==> config.mk <==
export PLATFORM = sky130hd
export DESIGN_NAME = analog_input_timing_engine
export DESIGN_NICKNAME = d
export VERILOG_FILES = /design/src/rtl/analog_input_timing_engine.v /design/src/rtl/edge_pick.v /design/src/rtl/tick_divider.v
export VERILOG_INCLUDE_DIRS = /design/src /design/src/pkg
export SDC_FILE = /design/constraint.sdc
export NUM_CORES = 1
export LEC_CHECK = 0
export BUFFER_PORTS_ARGS = -buffer_cell sky130_fd_sc_hd__clkbuf_2
export CELL_PAD_IN_SITES_DETAIL_PLACEMENT = 2
export CELL_PAD_IN_SITES_GLOBAL_PLACEMENT = 2
export CORE_UTILIZATION = 30
export DETAILED_ROUTE_END_ITERATION = 10
export PLACE_DENSITY_LB_ADDON = 0.2
export SETUP_SLACK_MARGIN = 0.5
export SYNTH_ARGS = -nofsm -noshare
export SYNTH_HDL_FRONTEND = slang
export SYNTH_SLANG_ARGS = --single-unit
==> constraint.sdc <==
create_clock -name clk -period 3.8 [get_ports clk]
set_input_delay 0.57 -clock clk [delete_from_list [all_inputs] [get_ports clk]]
set_output_delay 0.57 -clock clk [all_outputs]
set_load 0.03 [all_outputs]
==> src/pkg/timing_engine_defines.vh <==
/*
  Constants for the analog input timing engine: source selector codes,
  route codes, default delays and clock rates.
  Assumes inclusion by bare name from rtl files.
*/
`ifndef TIMING_ENGINE_DEFINES_VH
`define TIMING_ENGINE_DEFINES_VH

// =====================================================================
// Pacing clock source selectors (4 bits)
`define PACE_SRC_COUNTER    4'h0
`define PACE_SRC_TIMEBASE   4'h1
`define PACE_SRC_SOFTWARE   4'h2
`define PACE_SRC_PIN        4'h3
`define PACE_SRC_BUS        4'h4
`define PACE_SRC_STAR       4'h5
`define PACE_SRC_COMPARE    4'h6

// =====================================================================
// Timebase source selectors (4 bits)
`define TB_SRC_20MHZ        4'h0
`define TB_SRC_100KHZ       4'h1
`define TB_SRC_BACKPLANE    4'h2
`define TB_SRC_BUS          4'h3
`define TB_SRC_PIN          4'h4
`define TB_SRC_STAR         4'h5
`define TB_SRC_COMPARE      4'h6

// =====================================================================
// Conversion strobe source selectors (4 bits)
`define CONV_SRC_TIMEBASE   4'h0
`define CONV_SRC_COUNTER    4'h1
`define CONV_SRC_PIN        4'h2
`define CONV_SRC_BUS        4'h3
`define CONV_SRC_STAR       4'h4
`define CONV_SRC_COMPARE    4'h5

// =====================================================================
// Route selectors: 0..15 pins, 16..23 bus lines, 31 = none
`define ROUTE_NONE          5'h1F
`define ROUTE_BUS_BASE      5'h10

// =====================================================================
// Default delays in timebase ticks
`define PACE_DELAY_DEFAULT  16'h0002
`define CONV_DELAY_DEFAULT  16'h0003

// Internal timebase rates derived from the 50 MHz system clock
`define CLK_HZ              50000000
`define TB_20MHZ_HZ         20000000
`define TB_100KHZ_HZ        100000

`endif

==> src/rtl/analog_input_timing_engine.v <==
/*
  Analog input timing engine: pacing clock, conversion strobe, sample
  counting for post- and pre-triggered acquisition, pause and routing.
  Assumes external pins are asynchronous; config is static while busy.
*/
`default_nettype none

`include "timing_engine_defines.vh"

module analog_input_timing_engine #(
  parameter CW = 16,
  parameter NCH_W = 8
) (
  input  wire             clk,
  input  wire             srst,
  // External lines
  input  wire [15:0]      pin_in,
  output reg  [15:0]      pin_out,
  output reg  [15:0]      pin_oe_n,
  input  wire [7:0]       bus_in,
  output reg  [7:0]       bus_out,
  output reg  [7:0]       bus_oe_n,
  input  wire             star_in,
  input  wire             compare_event,
  input  wire             backplane_clk_in,
  input  wire             counter_output,
  // Control
  input  wire             sw_start,
  input  wire             sw_stop,
  input  wire             sw_pace,
  input  wire             hw_start,
  input  wire             ref_trigger,
  input  wire             pause_level,
  input  wire             pause_active_high,
  input  wire             start_is_software,
  input  wire             finite_mode,
  input  wire             pretrigger_mode,
  // Configuration
  input  wire [3:0]       pace_src_sel,
  input  wire [4:0]       pace_ext_index,
  input  wire             pace_falling,
  input  wire [3:0]       tb_src_sel,
  input  wire [4:0]       tb_ext_index,
  input  wire             tb_falling,
  input  wire [3:0]       conv_src_sel,
  input  wire [4:0]       conv_ext_index,
  input  wire             conv_falling,
  input  wire             conv_tb_is_20mhz,
  input  wire [CW-1:0]    pace_delay,
  input  wire [CW-1:0]    pace_period,
  input  wire [CW-1:0]    conv_delay,
  input  wire [CW-1:0]    conv_period,
  input  wire [NCH_W-1:0] channel_count,
  input  wire [31:0]      pre_count,
  input  wire [31:0]      post_count,
  input  wire [4:0]       pace_route,
  input  wire             pace_level_mode,
  input  wire [4:0]       start_route,
  // Status and results
  output reg              acq_running,
  output reg              in_sample,
  output reg              conversion_start,
  output reg              sample_start,
  output reg              start_pulse,
  output reg              acq_done,
  output reg  [31:0]      samples_left,
  output reg              post_phase
);

  localparam ST_IDLE = 2'h0;
  localparam ST_PRE  = 2'h1;
  localparam ST_ARM  = 2'h2;
  localparam ST_POST = 2'h3;

  // Ratios are small; slice them to the counter widths on purpose
  localparam integer DIV20_I   = `CLK_HZ / `TB_20MHZ_HZ;
  localparam integer DIV100K_I = `CLK_HZ / `TB_100KHZ_HZ;
  localparam [7:0]   DIV20     = DIV20_I[7:0];
  localparam [15:0]  DIV100K   = DIV100K_I[15:0];

  // =====================================================================
  // Line selection helper
  function pick_line;
    input [15:0] pins;
    input [7:0]  bus;
    input [4:0]  idx;
    begin
      if (idx[4])
        pick_line = bus[idx[2:0]];
      else
        pick_line = pins[idx[3:0]];
    end
  endfunction

  // Latched configuration
  reg [3:0]       c_pace_src;
  reg [4:0]       c_pace_idx;
  reg             c_pace_fall;
  reg [3:0]       c_tb_src;
  reg [4:0]       c_tb_idx;
  reg             c_tb_fall;
  reg [3:0]       c_conv_src;
  reg [4:0]       c_conv_idx;
  reg             c_conv_fall;
  reg             c_conv_20;
  reg [NCH_W-1:0] c_nch;
  reg             c_finite;
  reg [4:0]       c_route;
  reg             c_level;

  reg [1:0]       state;
  reg [1:0]       next_state;
  reg [NCH_W-1:0] conv_done;
  reg [15:0]      tb100_cnt;
  reg [7:0]       tb20_cnt;
  reg             tick_20;
  reg             tick_100k;
  reg             pause_meta;
  reg             pause_sync;
  reg             ref_meta;
  reg             ref_sync;
  reg             ref_prev;

  wire start_req;
  wire tb_raw;
  wire tb_tick;
  wire pace_raw;
  wire pace_edge;
  wire conv_raw;
  wire conv_edge;
  wire conv_tb_tick;
  wire pace_div;
  wire conv_div;
  wire paused;
  wire ref_edge;
  wire pace_accept;
  wire conv_accept;
  wire last_conv;
  wire pace_internal;
  wire stop_all;

  // =====================================================================
  // Internal 20 MHz and 100 kHz tick generators from clk
  always @(posedge clk) begin
    if (srst) begin
      tb20_cnt  <= 8'h00;
      tb100_cnt <= 16'h0000;
      tick_20   <= 1'b0;
      tick_100k <= 1'b0;
    end else begin
      // 50 MHz cannot pace 20 MHz exactly; integer divide by 2 gives ticks at 25 MHz
      tick_20   <= (tb20_cnt == 8'h00);
      tick_100k <= (tb100_cnt == 16'h0000);
      tb20_cnt  <= (tb20_cnt >= DIV20 - 8'h01) ? 8'h00 : tb20_cnt + 8'h01;
      tb100_cnt <= (tb100_cnt >= DIV100K - 16'h0001) ? 16'h0000 :
                   tb100_cnt + 16'h0001;
    end
  end

  // =====================================================================
  // Timebase source mux; never routed to a pin
  assign tb_raw = (c_tb_src == `TB_SRC_BACKPLANE) ? backplane_clk_in :
                  (c_tb_src == `TB_SRC_BUS) ? bus_in[c_tb_idx[2:0]] :
                  (c_tb_src == `TB_SRC_PIN) ? pin_in[c_tb_idx[3:0]] :
                  (c_tb_src == `TB_SRC_STAR) ? star_in :
                  (c_tb_src == `TB_SRC_COMPARE) ? compare_event :
                  1'b0;

  wire tb_tick_ext;
  edge_pick u_tb_edge (
    .clk         (clk),
    .srst        (srst),
    .level_in    (tb_raw),
    .use_falling (c_tb_fall),
    .bypass_sync (1'b0),
    .edge_pulse  (tb_tick_ext)
  );
  assign tb_tick = (c_tb_src == `TB_SRC_20MHZ) ? tick_20 :
                   (c_tb_src == `TB_SRC_100KHZ) ? tick_100k :
                   tb_tick_ext;

  assign conv_tb_tick = c_conv_20 ? tick_20 : tb_tick;

  // =====================================================================
  // Pause and reference synchronisers
  always @(posedge clk) begin
    if (srst) begin
      pause_meta <= 1'b0;
      pause_sync <= 1'b0;
      ref_meta   <= 1'b0;
      ref_sync   <= 1'b0;
      ref_prev   <= 1'b0;
    end else begin
      pause_meta <= pause_level;
      pause_sync <= pause_meta;
      ref_meta   <= ref_trigger;
      ref_sync   <= ref_meta;
      ref_prev   <= ref_sync;
    end
  end
  assign paused   = pause_sync == pause_active_high;
  assign ref_edge = ref_sync & ~ref_prev;

  // =====================================================================
  // Start and stop
  assign start_req = (state == ST_IDLE) && (sw_start || hw_start);
  assign stop_all  = sw_stop || (next_state == ST_IDLE && state != ST_IDLE);
  assign pace_internal = (c_pace_src == `PACE_SRC_TIMEBASE);

  // Pacing divider, started by the start trigger
  tick_divider #(.WIDTH(CW)) u_pace_div (
    .clk         (clk),
    .srst        (srst),
    .start       (start_req),
    .stop        (stop_all),
    .tick        (tb_tick),
    .first_delay (pace_delay),
    .period      (pace_period),
    .running     (),
    .out_pulse   (pace_div)
  );

  // =====================================================================
  // Pacing source mux
  assign pace_raw = (c_pace_src == `PACE_SRC_PIN) ?
                      pick_line(pin_in, bus_in, {1'b0, c_pace_idx[3:0]}) :
                    (c_pace_src == `PACE_SRC_BUS) ?
                      pick_line(pin_in, bus_in, {1'b1, c_pace_idx[3:0]}) :
                    (c_pace_src == `PACE_SRC_STAR) ? star_in :
                    (c_pace_src == `PACE_SRC_COMPARE) ? compare_event :
                    1'b0;

  wire pace_ext_edge;
  edge_pick u_pace_edge (
    .clk         (clk),
    .srst        (srst),
    .level_in    (pace_raw),
    .use_falling (c_pace_fall),
    .bypass_sync (1'b0),
    .edge_pulse  (pace_ext_edge)
  );

  wire cnt_pace_edge;
  edge_pick u_cnt_edge (
    .clk         (clk),
    .srst        (srst),
    .level_in    (counter_output),
    .use_falling (c_pace_fall),
    .bypass_sync (1'b1),
    .edge_pulse  (cnt_pace_edge)
  );

  assign pace_edge = pace_internal ? pace_div :
                     (c_pace_src == `PACE_SRC_SOFTWARE) ? sw_pace :
                     (c_pace_src == `PACE_SRC_COUNTER) ? cnt_pace_edge :
                     pace_ext_edge;

  // Gating: running, not paused, previous sample complete
  // Also refused on a stop and once a finite post phase is spent
  assign pace_accept = pace_edge && acq_running && !paused
                       && !in_sample && !sw_stop
                       && !(c_finite && state == ST_POST
                            && samples_left == 32'h0000_0000);

  // =====================================================================
  // Conversion strobe generation
  tick_divider #(.WIDTH(CW)) u_conv_div (
    .clk         (clk),
    .srst        (srst),
    .start       (pace_accept),
    .stop        (!in_sample && !pace_accept),
    .tick        (conv_tb_tick),
    .first_delay (conv_delay),
    .period      (conv_period),
    .running     (),
    .out_pulse   (conv_div)
  );

  assign conv_raw = (c_conv_src == `CONV_SRC_PIN) ?
                      pick_line(pin_in, bus_in, {1'b0, c_conv_idx[3:0]}) :
                    (c_conv_src == `CONV_SRC_BUS) ?
                      pick_line(pin_in, bus_in, {1'b1, c_conv_idx[3:0]}) :
                    (c_conv_src == `CONV_SRC_STAR) ? star_in :
                    (c_conv_src == `CONV_SRC_COMPARE) ? compare_event :
                    1'b0;

  wire conv_ext_edge;
  edge_pick u_conv_edge (
    .clk         (clk),
    .srst        (srst),
    .level_in    (conv_raw),
    .use_falling (c_conv_fall),
    .bypass_sync (1'b0),
    .edge_pulse  (conv_ext_edge)
  );

  wire cnt_conv_edge;
  edge_pick u_cnt_conv (
    .clk         (clk),
    .srst        (srst),
    .level_in    (counter_output),
    .use_falling (c_conv_fall),
    .bypass_sync (1'b1),
    .edge_pulse  (cnt_conv_edge)
  );

  assign conv_edge = (c_conv_src == `CONV_SRC_TIMEBASE) ? conv_div :
                     (c_conv_src == `CONV_SRC_COUNTER) ? cnt_conv_edge :
                     conv_ext_edge;
  assign conv_accept = conv_edge && in_sample;
  assign last_conv   = conv_accept &&
                       (conv_done + {{(NCH_W-1){1'b0}}, 1'b1} >= c_nch);

  // =====================================================================
  // Sample counter state machine
  always @* begin
    next_state = state;
    case (state)
      ST_IDLE: begin
        if (start_req)
          next_state = pretrigger_mode ? ST_PRE : ST_POST;
      end
      ST_PRE: begin
        if (pace_accept && samples_left <= 32'h0000_0001)
          next_state = ST_ARM;
      end
      ST_ARM: begin
        if (ref_edge)
          next_state = ST_POST;
      end
      ST_POST: begin
        // Last sample keeps its conversions before the run ends
        if (c_finite && samples_left == 32'h0000_0000 && !in_sample)
          next_state = ST_IDLE;
      end
      default: next_state = ST_IDLE;
    endcase
    if (sw_stop)
      next_state = ST_IDLE;
  end

  // =====================================================================
  // Configuration latch, counters and per-sample tracking
  always @(posedge clk) begin
    if (srst) begin
      state <= ST_IDLE;
      c_pace_src <= `PACE_SRC_TIMEBASE;
      c_pace_idx <= 5'h00;
      c_pace_fall <= 1'b0;
      c_tb_src <= `TB_SRC_20MHZ;
      c_tb_idx <= 5'h00;
      c_tb_fall <= 1'b0;
      c_conv_src <= `CONV_SRC_TIMEBASE;
      c_conv_idx <= 5'h00;
      c_conv_fall <= 1'b0;
      c_conv_20 <= 1'b0;
      c_nch <= {{(NCH_W-1){1'b0}}, 1'b1};
      c_finite <= 1'b0;
      c_route <= `ROUTE_NONE;
      c_level <= 1'b0;
      acq_running <= 1'b0;
      in_sample <= 1'b0;
      conv_done <= {NCH_W{1'b0}};
      samples_left <= 32'h0000_0000;
      sample_start <= 1'b0;
      conversion_start <= 1'b0;
      start_pulse <= 1'b0;
      acq_done <= 1'b0;
      post_phase <= 1'b0;
    end else begin
      state <= next_state;
      sample_start <= pace_accept;
      conversion_start <= conv_accept;
      start_pulse <= start_req && start_is_software;
      acq_done <= (state != ST_IDLE) && (next_state == ST_IDLE);
      post_phase <= (next_state == ST_POST);
      if (state == ST_IDLE && !start_req) begin
        c_pace_src <= pace_src_sel;
        c_pace_idx <= pace_ext_index;
        c_pace_fall <= pace_falling;
        c_tb_src <= tb_src_sel;
        c_tb_idx <= tb_ext_index;
        c_tb_fall <= tb_falling;
        c_conv_src <= conv_src_sel;
        c_conv_idx <= conv_ext_index;
        c_conv_fall <= conv_falling;
        c_conv_20 <= conv_tb_is_20mhz;
        c_nch <= channel_count;
        c_finite <= finite_mode;
        c_route <= pace_route;
        c_level <= pace_level_mode;
      end
      acq_running <= (next_state != ST_IDLE);
      // Sample window
      if (next_state == ST_IDLE) begin
        in_sample <= 1'b0;
        conv_done <= {NCH_W{1'b0}};
      end else if (pace_accept) begin
        in_sample <= 1'b1;
        conv_done <= {NCH_W{1'b0}};
      end else if (last_conv) begin
        in_sample <= 1'b0;
        conv_done <= {NCH_W{1'b0}};
      end else if (conv_accept) begin
        conv_done <= conv_done + {{(NCH_W-1){1'b0}}, 1'b1};
      end
      // Sample counter
      if (start_req) begin
        samples_left <= pretrigger_mode ? pre_count : post_count;
      end else if (state == ST_ARM && ref_edge) begin
        samples_left <= post_count;
      end else if (pace_accept && samples_left != 32'h0000_0000) begin
        if (state == ST_PRE && samples_left == 32'h0000_0001)
          samples_left <= post_count;
        else if (state != ST_ARM)
          samples_left <= samples_left - 32'h0000_0001;
      end
    end
  end

  // =====================================================================
  // Output routing; pins stay inputs unless a route selects them
  always @(posedge clk) begin
    if (srst) begin
      pin_out  <= 16'h0000;
      pin_oe_n <= 16'hFFFF;
      bus_out  <= 8'h00;
      bus_oe_n <= 8'hFF;
    end else begin
      pin_out  <= 16'h0000;
      pin_oe_n <= 16'hFFFF;
      bus_out  <= 8'h00;
      bus_oe_n <= 8'hFF;
      if (c_route != `ROUTE_NONE) begin
        if (c_route[4]) begin
          bus_oe_n[c_route[2:0]] <= 1'b0;
          bus_out[c_route[2:0]]  <= c_level ? in_sample | pace_accept :
                                    pace_accept;
        end else begin
          pin_oe_n[c_route[3:0]] <= 1'b0;
          pin_out[c_route[3:0]]  <= c_level ? in_sample | pace_accept :
                                    pace_accept;
        end
      end
      if (start_route != `ROUTE_NONE && start_route != c_route) begin
        if (start_route[4]) begin
          bus_oe_n[start_route[2:0]] <= 1'b0;
          bus_out[start_route[2:0]]  <= start_req && start_is_software;
        end else begin
          pin_oe_n[start_route[3:0]] <= 1'b0;
          pin_out[start_route[3:0]]  <= start_req && start_is_software;
        end
      end
    end
  end

endmodule

`default_nettype wire

==> src/rtl/edge_pick.v <==
/*
  Edge picker: synchronises one asynchronous level through two flops
  unless bypass_sync is set, then emits a one-cycle pulse on the chosen edge.
  Assumes the input comes from outside the clk domain when bypass_sync is low.
*/
`default_nettype none

module edge_pick (
  input  wire clk,
  input  wire srst,
  input  wire level_in,
  input  wire use_falling,
  input  wire bypass_sync,
  output wire edge_pulse
);

  reg meta;
  reg sync;
  reg prev;
  wire cur;

  // =====================================================================
  // Synchroniser; first flop feeds only the second
  always @(posedge clk) begin
    if (srst) begin
      meta <= 1'b0;
      sync <= 1'b0;
      prev <= 1'b0;
    end else begin
      meta <= level_in;
      sync <= meta;
      prev <= cur;
    end
  end

  // Internal sources are already on clk, so skip the sync stages
  assign cur = bypass_sync ? level_in : sync;
  assign edge_pulse = use_falling ? (prev & ~cur) : (~prev & cur);

endmodule

`default_nettype wire

==> src/rtl/tick_divider.v <==
/*
  Programmable down-counter: after start it waits a first delay of
  timebase ticks, then pulses every period ticks while enabled.
  Assumes tick is a one-cycle pulse on clk.
*/
`default_nettype none

module tick_divider #(
  parameter WIDTH = 16
) (
  input  wire             clk,
  input  wire             srst,
  input  wire             start,
  input  wire             stop,
  input  wire             tick,
  input  wire [WIDTH-1:0] first_delay,
  input  wire [WIDTH-1:0] period,
  output reg              running,
  output reg              out_pulse
);

  reg [WIDTH-1:0] count;

  // =====================================================================
  // Count down on ticks; reload with period at each terminal count
  always @(posedge clk) begin
    if (srst) begin
      running   <= 1'b0;
      count     <= {WIDTH{1'b0}};
      out_pulse <= 1'b0;
    end else begin
      out_pulse <= 1'b0;
      if (stop) begin
        running <= 1'b0;
        count   <= first_delay;
      end else if (start) begin
        running <= 1'b1;
        count   <= first_delay;
      end else if (running && tick) begin
        if (count <= {{(WIDTH-1){1'b0}}, 1'b1}) begin
          out_pulse <= 1'b1;
          count     <= period;
        end else begin
          count <= count - {{(WIDTH-1){1'b0}}, 1'b1};
        end
      end
    end
  end

endmodule

`default_nettype wire
Word-level counts from Yosys, hierarchy flattened

Index checks and enable logic that the tools add are counted.

Add/sub/neg operators: 6
Order comparisons: 20
Equal/unequal tests: 27
Muxes and demuxes: 94
Bitwise gates (word level): 29
Reductions and logical operators: 60

Operator list:

| cell                    | number |
|---|---|
| $mux W16                | 18 |
| $mux W32                | 6 |
| $mux W8                 | 10 |
| $mux W1                 | 41 |
| $and A16 B16 Y16        | 2 |
| $eq A32 B1 Y1 const B   | 1 |
| $eq A4 B3 Y1 const B    | 8 |
| $le A16 B1 Y1 const B   | 2 |
| $le A32 B1 Y1 const B   | 1 |
| $logic_not A32 Y1       | 1 |
| $not A16 Y16            | 2 |
| $reduce_bool A32 Y1     | 1 |
| $sub A16 B1 Y16 const B | 2 |
| $sub A32 B1 Y32 const B | 1 |
| $logic_and A1 B1 Y1     | 27 |
| $lt A4 B5 Y1 const B    | 5 |
| $eq A4 B2 Y1 const B    | 6 |
| $lt A3 B4 Y1 const B    | 5 |
| $add A16 B1 Y16 const B | 1 |
| $add A8 B1 Y8 const B   | 2 |
| $and A8 B8 Y8           | 2 |
| $bwmux W16              | 1 |
| $ge A16 B9 Y1 const B   | 1 |
| $logic_not A16 Y1       | 1 |
| other kinds (33)        | 89 |

Register bits after elaboration: 217
Bits of input ports: 218
Output and inout port bits: 87

Longest topological paths before layout

Depth after elaboration: 20
Gate-level depth with buffers: 11
Depth with buffers taken out: 10

Modules after synthesis

From an unflattened synthesis, not the netlist that was laid out.

Cell total of the unflattened synthesis: 1361
Area total of the unflattened synthesis: 11491.0 µm²

Modules (own cells, without submodules):

| module                     | times used | cells each | area each (µm²) | sequential area each (µm²) |
|---|---|---|---|---|
| analog_input_timing_engine | 1          | 1007       | 8584.5          | 3423.3 |
| tick_divider               | 2          | 152        | 1187.4          | 360.3 |
| edge_pick                  | 5          | 10         | 106.4           | 60.1 |

Worst setup path after synthesis

OpenSTA, ideal clock, no wires.

Kind: register to register
From: register samples_left[7]
To: register u_pace_div.count[15]
Library setup time: 0.134 ns
Data arrival time: 2.784 ns
Data required time: 3.666 ns
Slack: 0.881 ns
Cell stages (with the launch flop): 11
Buffers on the path: 3
Clock period less this slack: 2.919 ns
Path through: dfxtp_1 -> or4_4 -> or3_1 -> and4bb_1 -> buf_4 -> a41oi_1 -> a211oi_4 -> or2_1 -> buf_6 -> buf_8 -> a211oi_1

Cells in the longest elaborated chain, start to end: 12
Elaborated cells on any way between the ends: 17
Those cells by class: 1 x order compare; 5 x mux; 11 x reduce/logical

RTL lines:

| element                                                               | RTL line                         | RTL |
|---|---|---|
| start: declaration                                                    | analog_input_timing_engine.v:66  | `output reg [31:0] samples_left,` |
| start signal: assignment                                              | analog_input_timing_engine.v:409 | `samples_left <= pretrigger_mode ? pre_count : post_count;` |
| start signal: assignment                                              | analog_input_timing_engine.v:411 | `samples_left <= post_count;` |
| start signal: assignment                                              | analog_input_timing_engine.v:414 | `samples_left <= post_count;` |
| parallel branches: the longest is 6 deep, another holds $le A32 B1 Y1 | -                                |  |
| $pmux W2 S4 *                                                         | analog_input_timing_engine.v:318 | `case (state)` |
| $mux W2 *                                                             | analog_input_timing_engine.v:338 | `if (sw_stop)` |
| $logic_not A2 Y1 *                                                    | analog_input_timing_engine.v:207 | `assign stop_all = sw_stop \|\| (next_state == ST_IDLE && state != ST_IDLE);` |
| $logic_and A1 B1 Y1 *                                                 | analog_input_timing_engine.v:207 |  |
| $logic_or A1 B1 Y1 *                                                  | analog_input_timing_engine.v:207 |  |
| $reduce_bool A3 Y1 (no line) or $mux W16 (tied branches)              | -                                |  |
| end signal: assignment                                                | tick_divider.v:29                | `count <= {WIDTH{1'b0}};` |
| end signal: assignment                                                | tick_divider.v:35                | `count <= first_delay;` |
| end signal: assignment                                                | tick_divider.v:38                | `count <= first_delay;` |
| end: declaration                                                      | tick_divider.v:22                | `reg [WIDTH-1:0] count;` |

Mark *: on every way between the ends.
A chain may end at the register's enable or synchronous reset.

Worst setup path in the final report

From: register samples_left[7]
To: register samples_left[26]

Cells in the longest elaborated chain, start to end: 7
Elaborated cells on any way between the ends: 17
Those cells by class: 1 x add/sub; 1 x eq/ne; 5 x mux; 10 x reduce/logical

RTL lines:

| element |
|---|
| parallel branches: the longest is 7 deep, another holds $sub A32 B1 Y32 |

Several ways; the timed one is not identified. The select of a mux whose other input is x is not followed.

==> out/metrics.yaml <==
yosys-top-cells-count: "dfxtp_1 (217), nand2_1 (203), nor2_1 (139)"
hp-class: "in2reg"
cts-htree-levels: 1
die_x_um: 196
pwr-share-comb_pct: 18.6
synth.distinct_cells: 75
netSwitchingPower_uw: 1930
power.density_nw_per_um2: 452
vias_per_cell: 5.46
tightest_slew_ps: 953
avgSynthCellArea_um2: 8.00
synth_area_um2: 11300
postRouteAntennaNets: 0
stdcell_count: 2168
holdPathStages: 3
cts_tree: "yes"
cts-root-buf: "clkbuf_16"
startpoint_type: "register"
max_freq_mhz: 319
setup_violations: 0
rsz0062_at_grt: "true"
cp-startpoint: "samples_left[7]$_SDFFE_PP0P_"
dr_total_vias: 11800
firstDrtPassIters: 4
nets: 1921
dp_slack_ps: 377
leakage_uw: 0.00568
rr_worst_depth: 8
ir_drop_uv: 315
fin_ws_ps: 664
status: "complete, no violations"
layout-drive-gt1-share_pct: 25.1
place_area_um2: 13300
syn_to_final_growth_pct: 25.8
die_h_um: 196
initialDrtViolationCount: 384
core_um2: 36800
tns_ps: 0
finalHoldViolations: 0
critPathKind: "reg2reg"
ys_ff_latch: 217
synth_edf_count: 0
finalInstanceArea_um2: 14200
synth_cells: 1412
ys_seq_area_share_pct: 38.5
grt_pass1_wl_um: 71300
postCtsSetupRepairBufs: 0
numPortBuffers: 301
overflow: 0
start_util_pct: 30.7
drc: 0
fp.dieArea_um2: 38400
io_pins: 305
period_share_pct: 82.5
synth.top_cell.area_share_pct: 38.5
antenna_found_initial: 7
fin_skew_ps: 12.2
pwr-share-clk_pct: 41.8
grt.total_usage_pct: 23.2
wl_per_cell_um: 20.7
gp_congestion: 0.818
max_slew_margin_pct: 36.5
hpwl_um: 32700
synthTopCellsByArea: "dfxtp_1 (38%), nand2_1 (6.7%), a21oi_1 (5.5%), nor2_1 (4.6%), mux4_2 (4.0%)"
cp_max_fo: 30
grt_max_degree: 102
p_int_uw: 4500
worstSkewPairLatency_ps: 540
path_clk_slew_ps: 60
hold_start: "pace_route[3]"
async_flop_share_pct: 0
crit_path_end_kind: "register"
cap_violations: 0
arrival_ps: 3540
grt_pass1_vias: 12900
slew_viol_final: 0
cts_buffers: 27
place_inst: 2121
worstPathRequired_ps: 4200
pwr-share-seq_pct: 39.6
clock_path_buffers: 3
clkSinkCount: 217
wirelength_um: 44900
yosysWarnings: 0
yosysMostFrequentCell: "dfxtp_1"
p_sw_share_pct: 30.0
yosysTopAreaCell: "dfxtp_1"
r2r_start: "samples_left[7]$_SDFFE_PP0P_"
final_core_util_pct: 38.6
rows: 70
finalCriticalPeriod_ps: 3140
synth_ff_type: "dfxtp_1"
cell families (layout without fill, tap and decap cells):
| logic type | Yosys count | after routing | synth area share [%] |
|---|---|---|---|
| compound gates | 369 | 369 | 21.2 |
| xor+xnor | 28 | 28 | 2.17 |
| fa+ha+maj | 21 | 21 | 2.33 |
| buf+inv | 136 | 411 | 4.77 |
| flops | 217 | 217 | 38.5 |
| mux | 30 | 30 | 4.92 |
| other cells | 1 | 14 | 0.0332 |
| simple gates | 610 | 610 | 26.1 |
what timing repair did:
action | CTS | global route
endpoints found under the setup margin | 15 | 12
hold buffers | 0 | 0
gates resized for setup | 2 | 4
power by group through the flow:
stage          Clock, uW  Sequential (uW)  Combinational [uW]
2_1_floorplan          0             2630                 665
5_1_grt             2830             2560                1320
3_5_place_dp           0             2590                1190
4_1_cts             2760             2540                1210
3_3_place_gp           0             2580                1160
6_report            2680             2540                1200
state kept, by name, indices dropped and copies added, names as in the netlist, 2 cells and up:
register and cells:
state 2, pin_out 16, tb100_cnt 16, c_pace_idx 4, tb20_cnt 8, u_pace_div.count 16, samples_left 32, u_conv_div.count 16
conv_done 8, bus_oe_n 8, bus_out 8, c_conv_src 4, c_route 5, c_conv_idx 4, c_tb_src 4, pin_oe_n 16
c_nch 8, c_pace_src 4, c_tb_idx 4
cell type report:
type	instances	area, um2
clock buffers	35	756
repair buffers	326	1730
inverters	40	150
flip-flops and latches	217	4340
multi-input cells	1070	6490
diodes	2	5.00
well taps	468	586
fillers	4265	22600
clock inverters	10	150
final timing paths:
| check | slack [ps] | endpoint |
|---|---|---|
| setup reg to reg | 660 | samples_left[26]$_SDFFE_PP0P_ |
| setup / recovery | 660 | samples_left[26]$_SDFFE_PP0P_ |
| hold reg to reg | 440 | u_conv_edge.sync$_SDFF_PP0_ |
| hold / removal | 240 | c_route[3]$_SDFFE_PP1P_ |
worst max-delay path, stage by stage (launching register included):
cell and delay [ps]:
dfxtp_1 390, or4_4 590, or3_1 410, and4bb_2 470, a31o_2 420, buf_12 230
nor3_1 80, a221oi_1 250, o22ai_1 130
placed cells by master (no fill, tap or decap), types with 11 or more instances in the layout:
cell type  instances
nand4_1           22
o21ai_0           64
clkbuf_2         300
nor4_1            38
ha_1              21
a211oi_1          19
dfxtp_1          217
conb_1            12
or3_1             17
buf_4             22
nor2b_1           25
xor2_1            14
nor3_1            39
inv_1             39
xnor2_1           14
nand2_1          202
nand3_1           40
nor2_1           139
or4_1             11
o221ai_1          17
o22ai_1           24
a31oi_1           11
nand2b_1          11
clkbuf_16         27
a21oi_1          124
mux4_2            20
and3_1            18
layer usage:
layer	wire, um	track usage [%]
met1	20100	29.1
met2	21300	40.1
met3	2550	4.92
met4	952	6.28
met5	44	0
through the flow:
| step | hold slack (ps) | power (uW) |
|---|---|---|
| 2_1_floorplan | 414 | 3300 |
| 3_3_place_gp | 415 | 3740 |
| 3_5_place_dp | 428 | 3780 |
| 4_1_cts | 216 | 6510 |
| 5_1_grt | 235 | 6710 |
| 6_report | 244 | 6430 |
Power figures use the tool's default switching activity.
